<file path="src/adc_cal_pkg.sv">
package adc_cal_pkg;
    localparam int          DATA_W          = 32;
    localparam int          ADDR_W          = 16;
    localparam int          RAW_W           = 16;
    localparam int          TRIM_W          = 15;
    localparam int          SUM_W           = 20;
    localparam int          OFS_FRAC        = 2;
    localparam int          GAIN_FRAC       = 14;
    localparam int          PROD_W          = 36;
    localparam int          CNT_W           = 16;
    localparam int          CNT_LSB         = 16;
    localparam int          ILLEGAL_BIT     = 0;
    localparam int          STRB_W          = 4;
    localparam int          PIPE_DEPTH      = 2;
    localparam logic [15:0] GAIN_TRIM_ADDR  = 16'h2274;
    localparam logic [15:0] OFS_TRIM_ADDR   = 16'h22c8;
    localparam logic [15:0] STATUS_ADDR     = 16'h2300;
    localparam logic [14:0] GAIN_TRIM_RST   = 15'h4000;
    localparam logic [14:0] OFS_TRIM_RST    = 15'h0000;
    localparam logic [14:0] GAIN_ILLEGAL    = 15'h0000;
    localparam logic [15:0] RESULT_MAX      = 16'hffff;
    localparam logic [31:0] READ_IDLE       = 32'h0000_0000;
endpackage : adc_cal_pkg

</file>
<file path="src/trim_if.sv">
`timescale 1ns/1ns
interface trim_if;
    logic [14:0] offset_trim;
    logic [14:0] gain_trim;
    modport regs (output offset_trim, output gain_trim);
    modport dp   (input offset_trim, input gain_trim);
    modport mon  (input offset_trim, input gain_trim);
endinterface : trim_if

</file>
<file path="src/adc_aux_gain2_calibration.sv">
`timescale 1ns/1ns
// Notes on behaviour
// - the offset trim in bits 14:0 is a signed twos complement value.
// - one offset trim count is a quarter of a result lsb.
// - offset 0x4000 is -4096 lsb, 0x3fff +4095.75, 0x7fff -0.25, 0x0001 +0.25.
// - offset trim zero leaves results unchanged and is the reset value.
// - the offset trim acts only on aux channel conversions taken at amplifier gain 2, never on tia or temperature.
// - the gain trim acts on all channels at gain 2 except tia and temperature.
// - the gain trim is 15 bits, bit 14 integer and bits 13:0 fraction.
// - gain trim code zero is illegal and forces a result of zero.
// - gain trim 0x4000 is unity and is the reset value.
// - the result is multiplied by gain code divided by 16384.
module adc_aux_gain2_calibration (
    input  wire logic        i_clk_sys,
    input  wire logic        i_rst_n,
    input  wire logic        i_psel,
    input  wire logic        i_penable,
    input  wire logic        i_pwrite,
    input  wire logic [15:0] i_paddr,
    input  wire logic [31:0] i_pwdata,
    input  wire logic [3:0]  i_pstrb,
    output logic      [31:0] o_prdata,
    output logic             o_pready,
    output logic             o_pslverr,
    input  wire logic        i_raw_valid,
    input  wire logic [15:0] i_raw_sample,
    input  wire logic        i_pga_gain2,
    input  wire logic        i_chan_aux,
    input  wire logic        i_chan_tia_temp,
    output logic             o_result_valid,
    output logic      [15:0] o_adc_result_word
);
    logic        rst_meta;
    logic        rst_n_int;
    logic [31:0] prdata;
    logic [15:0] result_count;

    trim_if trims ();

    // reset release through two flops
    always_ff @(posedge i_clk_sys or negedge i_rst_n) begin
        if (!i_rst_n) begin
            rst_meta  <= 1'b0;
            rst_n_int <= 1'b0;
        end else begin
            rst_meta  <= 1'b1;
            rst_n_int <= rst_meta;
        end
    end

    // apb decode
    wire        setup     = i_psel && !i_penable;
    wire        access    = i_psel && i_penable;
    wire [13:0] word_addr = i_paddr[15:2];
    wire        hit_gain  = word_addr == adc_cal_pkg::GAIN_TRIM_ADDR[15:2];
    wire        hit_ofs   = word_addr == adc_cal_pkg::OFS_TRIM_ADDR[15:2];
    wire        hit_stat  = word_addr == adc_cal_pkg::STATUS_ADDR[15:2];
    wire        mapped    = hit_gain || hit_ofs || hit_stat;
    wire        wr_ok     = access && i_pwrite;
    wire        wr_offset = wr_ok && hit_ofs;
    wire        wr_gain   = wr_ok && hit_gain;
    // only lanes 0 and 1 reach the 15-bit fields; upper bits are dropped
    wire [14:0] wmask     = {{7{i_pstrb[1]}}, {8{i_pstrb[0]}}};
    wire [14:0] wdata     = i_pwdata[14:0];
    wire        gain_bad  = trims.gain_trim == adc_cal_pkg::GAIN_ILLEGAL;
    wire [31:0] stat_word = {result_count, 15'h0000, gain_bad};
    wire [31:0] next_rd   = !setup || i_pwrite ? adc_cal_pkg::READ_IDLE :
                            hit_gain ? {17'h0_0000, trims.gain_trim} :
                            hit_ofs  ? {17'h0_0000, trims.offset_trim} :
                            hit_stat ? stat_word : adc_cal_pkg::READ_IDLE;

    assign o_pready  = 1'b1;
    assign o_pslverr = access && !mapped;
    assign o_prdata  = prdata;

    always_ff @(posedge i_clk_sys or negedge rst_n_int) begin
        if (!rst_n_int) begin
            prdata       <= adc_cal_pkg::READ_IDLE;
            result_count <= 16'h0000;
        end else begin
            if (setup || access) begin
                prdata <= next_rd;
            end
            if (o_result_valid) begin
                result_count <= result_count + 16'h0001;
            end
        end
    end

    trim_regs u_regs (
        .i_clk_sys   (i_clk_sys),
        .i_rst_n     (rst_n_int),
        .i_wr_offset (wr_offset),
        .i_wr_gain   (wr_gain),
        .i_wdata     (wdata),
        .i_wmask     (wmask),
        .trims       (trims.regs)
    );

    cal_datapath u_dp (
        .i_clk_sys       (i_clk_sys),
        .i_rst_n         (rst_n_int),
        .i_raw_valid     (i_raw_valid),
        .i_raw_sample    (i_raw_sample),
        .i_pga_gain2     (i_pga_gain2),
        .i_chan_aux      (i_chan_aux),
        .i_chan_tia_temp (i_chan_tia_temp),
        .trims           (trims.dp),
        .o_valid         (o_result_valid),
        .o_result        (o_adc_result_word)
    );

    // conditions the checks below are built from
    wire        in_gain   = i_raw_valid && i_pga_gain2 && !i_chan_tia_temp;
    wire        in_aux    = in_gain && i_chan_aux;
    wire        gain_one  = trims.gain_trim == adc_cal_pkg::GAIN_TRIM_RST;
    wire        ofs_zero  = trims.offset_trim == adc_cal_pkg::OFS_TRIM_RST;
    wire [14:0] ofs_val   = trims.offset_trim;
    wire [14:0] gain_val  = trims.gain_trim;
    wire [31:0] dbl_prod  = i_raw_sample * 16'h7fff;
    // expected results for gain codes one step either side of unity
    wire [16:0] up_lsb    = {1'b0, i_raw_sample} + {15'h0000, i_raw_sample[15:14]};
    wire [15:0] up_sat    = up_lsb[16] ? adc_cal_pkg::RESULT_MAX : up_lsb[15:0];
    wire [15:0] dn_lsb    = i_raw_sample - {14'h0000, i_raw_sample[15:14]}
                            - {15'h0000, |i_raw_sample[13:0]};

    a_trims_reset_val: assert property (
        @(posedge i_clk_sys) $rose(rst_n_int) |->
            ofs_val == 15'h0000 && gain_val == 15'h4000)
        else $error("trims not at reset values after reset");

    a_latency_two: assert property (
        @(posedge i_clk_sys) disable iff (!rst_n_int)
        i_raw_valid |-> ##2 o_result_valid)
        else $error("result not two cycles after sample");

    a_gain_zero_result: assert property (
        @(posedge i_clk_sys) disable iff (!rst_n_int)
        in_gain && gain_val == 15'h0000 |-> ##2 o_adc_result_word == 16'h0000)
        else $error("illegal gain did not force zero");

    a_unity_no_change: assert property (
        @(posedge i_clk_sys) disable iff (!rst_n_int)
        in_aux && gain_one && ofs_zero |->
            ##2 o_adc_result_word == $past(i_raw_sample, 2))
        else $error("unity trims changed the result");

    a_other_gain_pass: assert property (
        @(posedge i_clk_sys) disable iff (!rst_n_int)
        i_raw_valid && !i_pga_gain2 |->
            ##2 o_adc_result_word == $past(i_raw_sample, 2))
        else $error("trim applied outside gain 2");

    a_tia_temp_pass: assert property (
        @(posedge i_clk_sys) disable iff (!rst_n_int)
        i_raw_valid && i_chan_tia_temp |->
            ##2 o_adc_result_word == $past(i_raw_sample, 2))
        else $error("trim applied to tia or temperature channel");

    a_offset_quarter: assert property (
        @(posedge i_clk_sys) disable iff (!rst_n_int)
        in_aux && gain_one && ofs_val == 15'h0004 && i_raw_sample != 16'hffff |->
            ##2 o_adc_result_word == $past(i_raw_sample, 2) + 16'h0001)
        else $error("four offset counts are not one lsb");

    a_offset_neg: assert property (
        @(posedge i_clk_sys) disable iff (!rst_n_int)
        in_aux && gain_one && ofs_val == 15'h7ffc && i_raw_sample != 16'h0000 |->
            ##2 o_adc_result_word == $past(i_raw_sample, 2) - 16'h0001)
        else $error("negative offset not applied as minus one lsb");

    a_offset_min: assert property (
        @(posedge i_clk_sys) disable iff (!rst_n_int)
        in_aux && gain_one && ofs_val == 15'h4000 && i_raw_sample < 16'h1000 |->
            ##2 o_adc_result_word == 16'h0000)
        else $error("most negative offset not minus 4096");

    a_gain_half: assert property (
        @(posedge i_clk_sys) disable iff (!rst_n_int)
        in_gain && !i_chan_aux && gain_val == 15'h2000 |->
            ##2 o_adc_result_word == {1'b0, $past(i_raw_sample[15:1], 2)})
        else $error("gain 0x2000 did not halve the result");

    a_gain_double: assert property (
        @(posedge i_clk_sys) disable iff (!rst_n_int)
        in_gain && !i_chan_aux && gain_val == 15'h7fff && !i_raw_sample[15] |->
            ##2 o_adc_result_word == $past(dbl_prod[29:14], 2))
        else $error("gain 0x7fff not code over 16384");

    a_reserved_zero: assert property (
        @(posedge i_clk_sys) disable iff (!rst_n_int)
        access && !i_pwrite && (hit_gain || hit_ofs) |-> o_prdata[31:15] == 17'h0_0000)
        else $error("reserved trim bits read non zero");

    a_unmapped_err: assert property (
        @(posedge i_clk_sys) disable iff (!rst_n_int)
        access && !mapped |-> o_pslverr && o_pready)
        else $error("unmapped access not flagged");

    a_ofs_plus_quarter: assert property (
        @(posedge i_clk_sys) disable iff (!rst_n_int)
        in_aux && gain_one && ofs_val == 15'h0001
        |-> ##2 o_adc_result_word == $past(i_raw_sample, 2))
        else $error("plus quarter offset moved the result");

    a_ofs_minus_quarter: assert property (
        @(posedge i_clk_sys) disable iff (!rst_n_int)
        in_aux && gain_one && ofs_val == 15'h7fff && i_raw_sample != 16'h0000
        |-> ##2 o_adc_result_word == $past(i_raw_sample, 2) - 16'h0001)
        else $error("minus quarter offset not one lsb down");

    a_ofs_max_pos: assert property (
        @(posedge i_clk_sys) disable iff (!rst_n_int)
        in_aux && gain_one && ofs_val == 15'h3fff && i_raw_sample <= 16'hf000
        |-> ##2 o_adc_result_word == $past(i_raw_sample, 2) + 16'h0fff)
        else $error("largest positive offset not 4095 lsb");

    a_ofs_min_mid: assert property (
        @(posedge i_clk_sys) disable iff (!rst_n_int)
        in_aux && gain_one && ofs_val == 15'h4000 && i_raw_sample >= 16'h1000
        |-> ##2 o_adc_result_word == $past(i_raw_sample, 2) - 16'h1000)
        else $error("most negative offset not minus 4096 lsb");

    a_gain_min_code: assert property (
        @(posedge i_clk_sys) disable iff (!rst_n_int)
        in_gain && gain_val == 15'h0001 && (ofs_zero || !i_chan_aux)
        |-> ##2 o_adc_result_word == {14'h0000, $past(i_raw_sample[15:14], 2)})
        else $error("gain 0x0001 not code over 16384");

    a_gain_step_up: assert property (
        @(posedge i_clk_sys) disable iff (!rst_n_int)
        in_gain && gain_val == 15'h4001 && (ofs_zero || !i_chan_aux)
        |-> ##2 o_adc_result_word == $past(up_sat, 2))
        else $error("gain 0x4001 not code over 16384");

    a_gain_step_down: assert property (
        @(posedge i_clk_sys) disable iff (!rst_n_int)
        in_gain && gain_val == 15'h3fff && (ofs_zero || !i_chan_aux)
        |-> ##2 o_adc_result_word == $past(dn_lsb, 2))
        else $error("gain 0x3fff not code over 16384");

    a_tia_gain_ignored: assert property (
        @(posedge i_clk_sys) disable iff (!rst_n_int)
        i_raw_valid && i_pga_gain2 && i_chan_tia_temp && gain_val == 15'h0000
        |-> ##2 o_adc_result_word == $past(i_raw_sample, 2))
        else $error("illegal gain applied to tia or temperature channel");

    a_no_sample_quiet: assert property (
        @(posedge i_clk_sys) disable iff (!rst_n_int)
        !i_raw_valid
        |-> ##2 !o_result_valid)
        else $error("result valid without a sample");

    a_reset_out_zero: assert property (
        @(posedge i_clk_sys)
        $rose(rst_n_int)
        |-> !o_result_valid && o_adc_result_word == 16'h0000)
        else $error("result outputs not zero after reset");

    a_ofs_write_lands: assert property (
        @(posedge i_clk_sys) disable iff (!rst_n_int)
        access && i_pwrite && hit_ofs && i_pstrb == 4'hf
        |=> ofs_val == $past(i_pwdata[14:0]))
        else $error("offset trim write not stored");

    a_gain_write_lands: assert property (
        @(posedge i_clk_sys) disable iff (!rst_n_int)
        access && i_pwrite && hit_gain && i_pstrb == 4'hf
        |=> gain_val == $past(i_pwdata[14:0]))
        else $error("gain trim write not stored");

    a_unmapped_no_write: assert property (
        @(posedge i_clk_sys) disable iff (!rst_n_int)
        access && i_pwrite && !mapped
        |=> $stable(ofs_val) && $stable(gain_val))
        else $error("unmapped write changed a trim");

    a_read_keeps_trims: assert property (
        @(posedge i_clk_sys) disable iff (!rst_n_int)
        access && !i_pwrite
        |=> $stable(ofs_val) && $stable(gain_val))
        else $error("read changed a trim");

    a_status_flag: assert property (
        @(posedge i_clk_sys) disable iff (!rst_n_int)
        access && !i_pwrite && hit_stat
        |-> o_prdata[0] == (gain_val == adc_cal_pkg::GAIN_ILLEGAL))
        else $error("illegal gain flag wrong in status");

    a_err_access_only: assert property (
        @(posedge i_clk_sys) disable iff (!rst_n_int)
        !access
        |-> !o_pslverr)
        else $error("error flagged outside access");

    a_count_step: assert property (
        @(posedge i_clk_sys) disable iff (!rst_n_int)
        o_result_valid
        |=> result_count == $past(result_count) + 16'h0001)
        else $error("result count did not step");

    a_rdata_idle: assert property (
        @(posedge i_clk_sys) disable iff (!rst_n_int)
        !i_psel
        |-> o_prdata == adc_cal_pkg::READ_IDLE)
        else $error("read data not idle between transfers");
endmodule : adc_aux_gain2_calibration

</file>
<file path="src/cal_datapath.sv">
`timescale 1ns/1ns
module cal_datapath (
    input  wire logic        i_clk_sys,
    input  wire logic        i_rst_n,
    input  wire logic        i_raw_valid,
    input  wire logic [15:0] i_raw_sample,
    input  wire logic        i_pga_gain2,
    input  wire logic        i_chan_aux,
    input  wire logic        i_chan_tia_temp,
    trim_if.dp               trims,
    output logic             o_valid,
    output logic      [15:0] o_result
);
    logic               s1_valid;
    logic signed [19:0] s1_sum;
    logic        [14:0] s1_gain;
    logic               s1_zero;

    // offset on aux inputs at gain 2, gain on all but tia/temp at gain 2
    wire               gain_en  = i_pga_gain2 && !i_chan_tia_temp;
    wire               ofs_en   = gain_en && i_chan_aux;
    wire signed [19:0] ofs_ext  = {{5{trims.offset_trim[14]}}, trims.offset_trim};
    wire signed [19:0] raw_q    = $signed({2'b00, i_raw_sample, 2'b00});
    wire signed [19:0] next_sum = raw_q + (ofs_en ? ofs_ext : 20'sh0_0000);
    wire        [14:0] next_gn  = gain_en ? trims.gain_trim : adc_cal_pkg::GAIN_TRIM_RST;
    wire               next_zr  = gain_en && (trims.gain_trim == adc_cal_pkg::GAIN_ILLEGAL);
    // product scaled by 2^-16: two offset and fourteen gain fraction bits
    wire signed [35:0] prod     = s1_sum * $signed({1'b0, s1_gain});
    wire signed [19:0] scaled   = prod[35:16];
    wire        [15:0] next_res = s1_zero ? 16'h0000 :
                                  scaled[19] ? 16'h0000 :
                                  (|scaled[18:16]) ? adc_cal_pkg::RESULT_MAX :
                                  scaled[15:0];

    always_ff @(posedge i_clk_sys or negedge i_rst_n) begin
        if (!i_rst_n) begin
            s1_valid <= 1'b0;
            s1_sum   <= 20'sh0_0000;
            s1_gain  <= adc_cal_pkg::GAIN_TRIM_RST;
            s1_zero  <= 1'b0;
            o_valid  <= 1'b0;
            o_result <= 16'h0000;
        end else begin
            s1_valid <= i_raw_valid;
            s1_sum   <= next_sum;
            s1_gain  <= next_gn;
            s1_zero  <= next_zr;
            o_valid  <= s1_valid;
            o_result <= next_res;
        end
    end
endmodule : cal_datapath

</file>
<file path="src/trim_regs.sv">
`timescale 1ns/1ns
module trim_regs (
    input  wire logic        i_clk_sys,
    input  wire logic        i_rst_n,
    input  wire logic        i_wr_offset,
    input  wire logic        i_wr_gain,
    input  wire logic [14:0] i_wdata,
    input  wire logic [14:0] i_wmask,
    trim_if.regs             trims
);
    logic [14:0] offset_trim;
    logic [14:0] gain_trim;
    wire  [14:0] next_offset = (offset_trim & ~i_wmask) | (i_wdata & i_wmask);
    wire  [14:0] next_gain   = (gain_trim & ~i_wmask) | (i_wdata & i_wmask);

    always_ff @(posedge i_clk_sys or negedge i_rst_n) begin
        if (!i_rst_n) begin
            offset_trim <= adc_cal_pkg::OFS_TRIM_RST;
            gain_trim   <= adc_cal_pkg::GAIN_TRIM_RST;
        end else begin
            if (i_wr_offset) begin
                offset_trim <= next_offset;
            end
            if (i_wr_gain) begin
                gain_trim <= next_gain;
            end
        end
    end

    assign trims.offset_trim = offset_trim;
    assign trims.gain_trim   = gain_trim;
endmodule : trim_regs
</file>
<file path="config.mk">
export PLATFORM = sky130hd
export DESIGN_NAME = adc_aux_gain2_calibration
export DESIGN_NICKNAME = d
export VERILOG_FILES = /design/src/adc_cal_pkg.sv /design/src/trim_if.sv /design/src/adc_aux_gain2_calibration.sv /design/src/cal_datapath.sv /design/src/trim_regs.sv
export SDC_FILE = /design/constraint.sdc
export NUM_CORES = 1
export LEC_CHECK = 0
export ABC_AREA = 1
export BUFFER_PORTS_ARGS = -buffer_cell sky130_fd_sc_hd__buf_4
export CORE_UTILIZATION = 50
export CTS_CLUSTER_DIAMETER = 50
export DETAILED_ROUTE_END_ITERATION = 6
export PLACE_DENSITY = 0.68
export SLEW_MARGIN = 20
export SYNTH_ARGS = -nofsm -noshare
export SYNTH_HDL_FRONTEND = slang
export SYNTH_HIERARCHICAL = 1
export SYNTH_SLANG_ARGS = --single-unit
</file>
<file path="constraint.sdc">
create_clock -name i_clk_sys -period 4.45 [get_ports i_clk_sys]
set_clock_uncertainty 0.05 [all_clocks]
set_input_delay 0.2225 -clock i_clk_sys [delete_from_list [all_inputs] [get_ports i_clk_sys]]
set_output_delay 0.2225 -clock i_clk_sys [all_outputs]
set_load 0.05 [all_outputs]
</file>
==> impl_metrics.tcl <==
set metrics [dict create \
    outcome "finished with violations" \
    violations "setup timing" \
    fp.coreArea_mm2 0.0365 \
    maxClockFrequency_mhz 176 \
    cp_data_required_time_ns 4.73 \
    worst_slack_ns -1.23 \
    vias_per_cell 4.98 \
    hold_viol_final 0 \
    cts_max_level 4 \
    final.setup.tns_ns -18.57 \
    gp_congestion 0.950 \
    cts_buffer_depth 2 \
    worstSetupEndpointType "flip-flop" \
    syn_to_final_growth_pct 24.4 \
    r2r_end "u_dp/o_result[10]$_DFF_PN0_" \
    ios 128 \
    leakagePower_nw 12.8 \
    place_hpwl_mm 38.1 \
    antenna_left 0 \
    ys.flop_type "dfrtp_1" \
    insertion_delay_ns 0.44 \
    synth.top_cell.area_share 0.323 \
    relSlewSlack 0.262 \
    drv_cap 0 \
    fill_cells 3038 \
    grt.total_usage 0.271 \
    critical_path_arrival_ns 5.96 \
    hp-class "in -> async" \
    clock-sinks 133 \
    setup.worst_path.start "u_dp/s1_sum[19]$_DFF_PN0_" \
    io_buffers 104 \
    gr-total-overflow 0 \
    dr_total_vias 15575 \
    wl_mm 47.9 \
    numCtsBuffers 17 \
    final.min_clock_period_ns 5.68 \
    syn-cell-area_mm2 0.0185 \
    num_rows 70 \
    r2r_cells 22 \
    place_ws_ns -1.46 \
    final_max_slew_viol_count 0 \
    grt_pass1_vias 16632 \
    vdd_drop_max_uv 251 \
    use_met1 0.335 \
    path_class "reg -> reg" \
    start_util 0.506 \
    r2r_start "u_dp/s1_sum[19]$_DFF_PN0_" \
    worstMarginPinSlew_ns 1.11 \
    yosys_warnings 6 \
    globalRouteMet3Util 0.0306 \
    syn_area_per_cell_um2 7.82 \
    design.die.area_mm2 0.0377 \
    n_antenna_cell 0 \
    die_h_um 194 \
    fp.dieW_um 194 \
    clk_pin_slew_worst_paths_ns 0.07 \
    drive_gt1_frac 0.214 \
    crit_fanout 8 \
    grt_antenna_before_repair 0 \
    synth_seq_cells 133 \
    first_iter_violations 817 \
    ys_types 45 \
    crit_path_end "u_dp/o_result[10]$_DFF_PN0_" \
    synth_area_leaders "fa_1 32%, dfrtp_1 18%, nand2_1 14%" \
    synth_edf_count 0 \
    yosysTopAreaCell "fa_1" \
    drt_pre_antenna_iters 6 \
    cts_tree "done" \
    synthArstFlopShare 1.00 \
    seq_area_mm2 0.00335 \
    finalNetCount 3126 \
    synth_cells 2362 \
    critPathLaunchType "flip-flop" \
    grt_pass1_wl_mm 81.4 \
    multiInputGateArea_mm2 0.0132 \
    setup_violations 16 \
    synth-seq-area-share 0.180 \
    finalCritPeriodShare 1.28 \
    rsz0062_at_grt "true" \
    wl_per_cell_um 15.3 \
    cellPowerDensity_mw_per_mm2 146 \
    grt_max_degree 76 \
    ff2ff_setup_slack_ns -1.23 \
    drc 0 \
    busiest_layer "met2" \
    met2_usage 0.484 \
    clock_tree.root_cell "clkbuf_16" \
]
==> layer usage <==
layer	routed length, µm	vias up
met4	1830	0
met2	24500	426
li1	-	7405
met5	0	-
met1	19400	7629
met3	2220	115
==> power by group <==
| part | switching [mW] | internal, mW | total (mW) |
|---|---|---|---|
| Clock | 0.672 | 0.808 | 1.48 |
| Combinational | 0.308 | 0.225 | 0.533 |
| Sequential | 0.0761 | 1.26 | 1.34 |
==> how the worst min path moves through the flow <==
stage | from | endpoint | slack (ns) | cells after the start
after detailed placement | i_rst_n | rst_meta$_DFF_PN0_ | -0.04 | 1
after floorplan | i_rst_n | rst_meta$_DFF_PN0_ | -0.12 | 0
after global placement | i_rst_n | rst_meta$_DFF_PN0_ | -0.04 | 1
final | i_rst_n | rst_n_int$_DFF_PN0_ | 0.04 | 2
after CTS | i_rst_n | rst_n_int$_DFF_PN0_ | 0.02 | 2
after global routing | i_rst_n | rst_n_int$_DFF_PN0_ | 0.04 | 2
==> repair_timing <==
| item | 4_1_cts | 5_1_grt |
|---|---|---|
| buffers inserted | 40 | 5 |
| resized for setup | 96 | 44 |
| hold endpoints to repair | 34 | 0 |
| hold buffers | 18 | 0 |
| pin swaps | 31 | 14 |
| setup endpoints to repair | 16 | 16 |
| cloned | 3 | 1 |
==> Yosys cell counts (2+ instances only) <==
master / instances
nor3_1: 21
fa_1: 298
o21ai_0: 20
buf_6: 12
or2_2: 2
buf_4: 7
xnor2_1: 9
inv_1: 619
nor2_1: 119
nor3_2: 5
dfrtp_1: 131
o31ai_2: 10
nand3_1: 102
conb_1: 2
o21bai_1: 8
ha_1: 105
clkbuf_1: 52
a21o_1: 3
nand2_1: 678
buf_2: 4
a21oi_1: 47
a211oi_1: 2
nor2_4: 7
a31oi_1: 3
nand4_1: 9
nor4_1: 5
dfstp_2: 2
xor2_1: 29
nand2_2: 24
nor2_2: 4
nand3_2: 9
==> cells in the final DEF, fill, tap and decap left out, types with 5 or more instances in the layout <==
| master | count |
|---|---|
| nor2_2 | 21 |
| nor3_1 | 7 |
| clkinv_4 | 5 |
| inv_1 | 612 |
| buf_6 | 9 |
| o31ai_2 | 10 |
| fa_1 | 286 |
| o21bai_1 | 7 |
| o21ai_0 | 11 |
| nand2_1 | 650 |
| a21oi_2 | 14 |
| nand2_2 | 49 |
| nand3_1 | 101 |
| clkbuf_16 | 18 |
| nor2_4 | 12 |
| inv_2 | 7 |
| ha_4 | 23 |
| buf_4 | 284 |
| ha_1 | 82 |
| nor2_1 | 97 |
| xor2_1 | 29 |
| dfrtp_1 | 115 |
| dlygate4sd3_1 | 18 |
| nand4_1 | 9 |
| dfrtp_2 | 15 |
| nor3_2 | 18 |
| buf_12 | 23 |
| a21oi_4 | 5 |
| fa_2 | 12 |
| a21oi_1 | 29 |
| nand3_2 | 9 |
| xnor2_1 | 9 |
| o21ai_1 | 9 |
==> through the flow <==
step           instances  hold WS, ns  power, mW  cell area, µm²   util
2_1_floorplan       2363       -0.123       1.62           18800      -
3_3_place_gp        3027      -0.0449       1.81           21200  0.580
3_5_place_dp        3027      -0.0432       1.83           21200  0.580
4_1_cts             3120       0.0189       3.36           22700  0.623
5_1_grt             3127       0.0354       3.48           23000  0.630
6_report            3127       0.0361       3.35           23000  0.630
==> worst max-delay path: stages (launching register included) <==
cell and delay, ns:
dfrtp_2 0.41, buf_6 0.15, nand2_1 0.08, fa_1 0.53, fa_2 0.67, inv_4 0.07
fa_1 0.55, fa_1 0.44, fa_1 0.51, inv_1 0.05, fa_1 0.47, inv_1 0.06
ha_4 0.23, nand2_1 0.13, o21ai_1 0.12, nand2_1 0.11, nand3_2 0.11, a21oi_4 0.17
nand2_1 0.08, nand2_2 0.13, nand3_4 0.15, nor3_1 0.19, nor2_1 0.09
==> area by class of cell <==
class / instances / share of cell area
clock buffer: 17 / 0.0185
tap: 468 / 0.0255
multi-input combinational: 1537 / 0.573
inverter: 620 / 0.101
sequential: 133 / 0.146
timing repair buffer: 337 / 0.127
clock inverter: 15 / 0.00838
==> cell families (layout without fill, tap and decap cells) <==
| group | count (synthesis) | count (layout) | share of synthesized area |
|---|---|---|---|
| AND/OR/NAND/NOR | 991 | 994 | 0.226 |
| buffers and inverters | 696 | 989 | 0.148 |
| adder cells (fa/ha/maj) | 403 | 403 | 0.394 |
| flip-flops | 133 | 133 | 0.180 |
| AO/OA/AOI/OAI | 99 | 99 | 0.0337 |
| XOR/XNOR | 38 | 38 | 0.0180 |
| other | 2 | 3 | 0.000406 |
No activity file was read; power rests on OpenSTA's default activity.
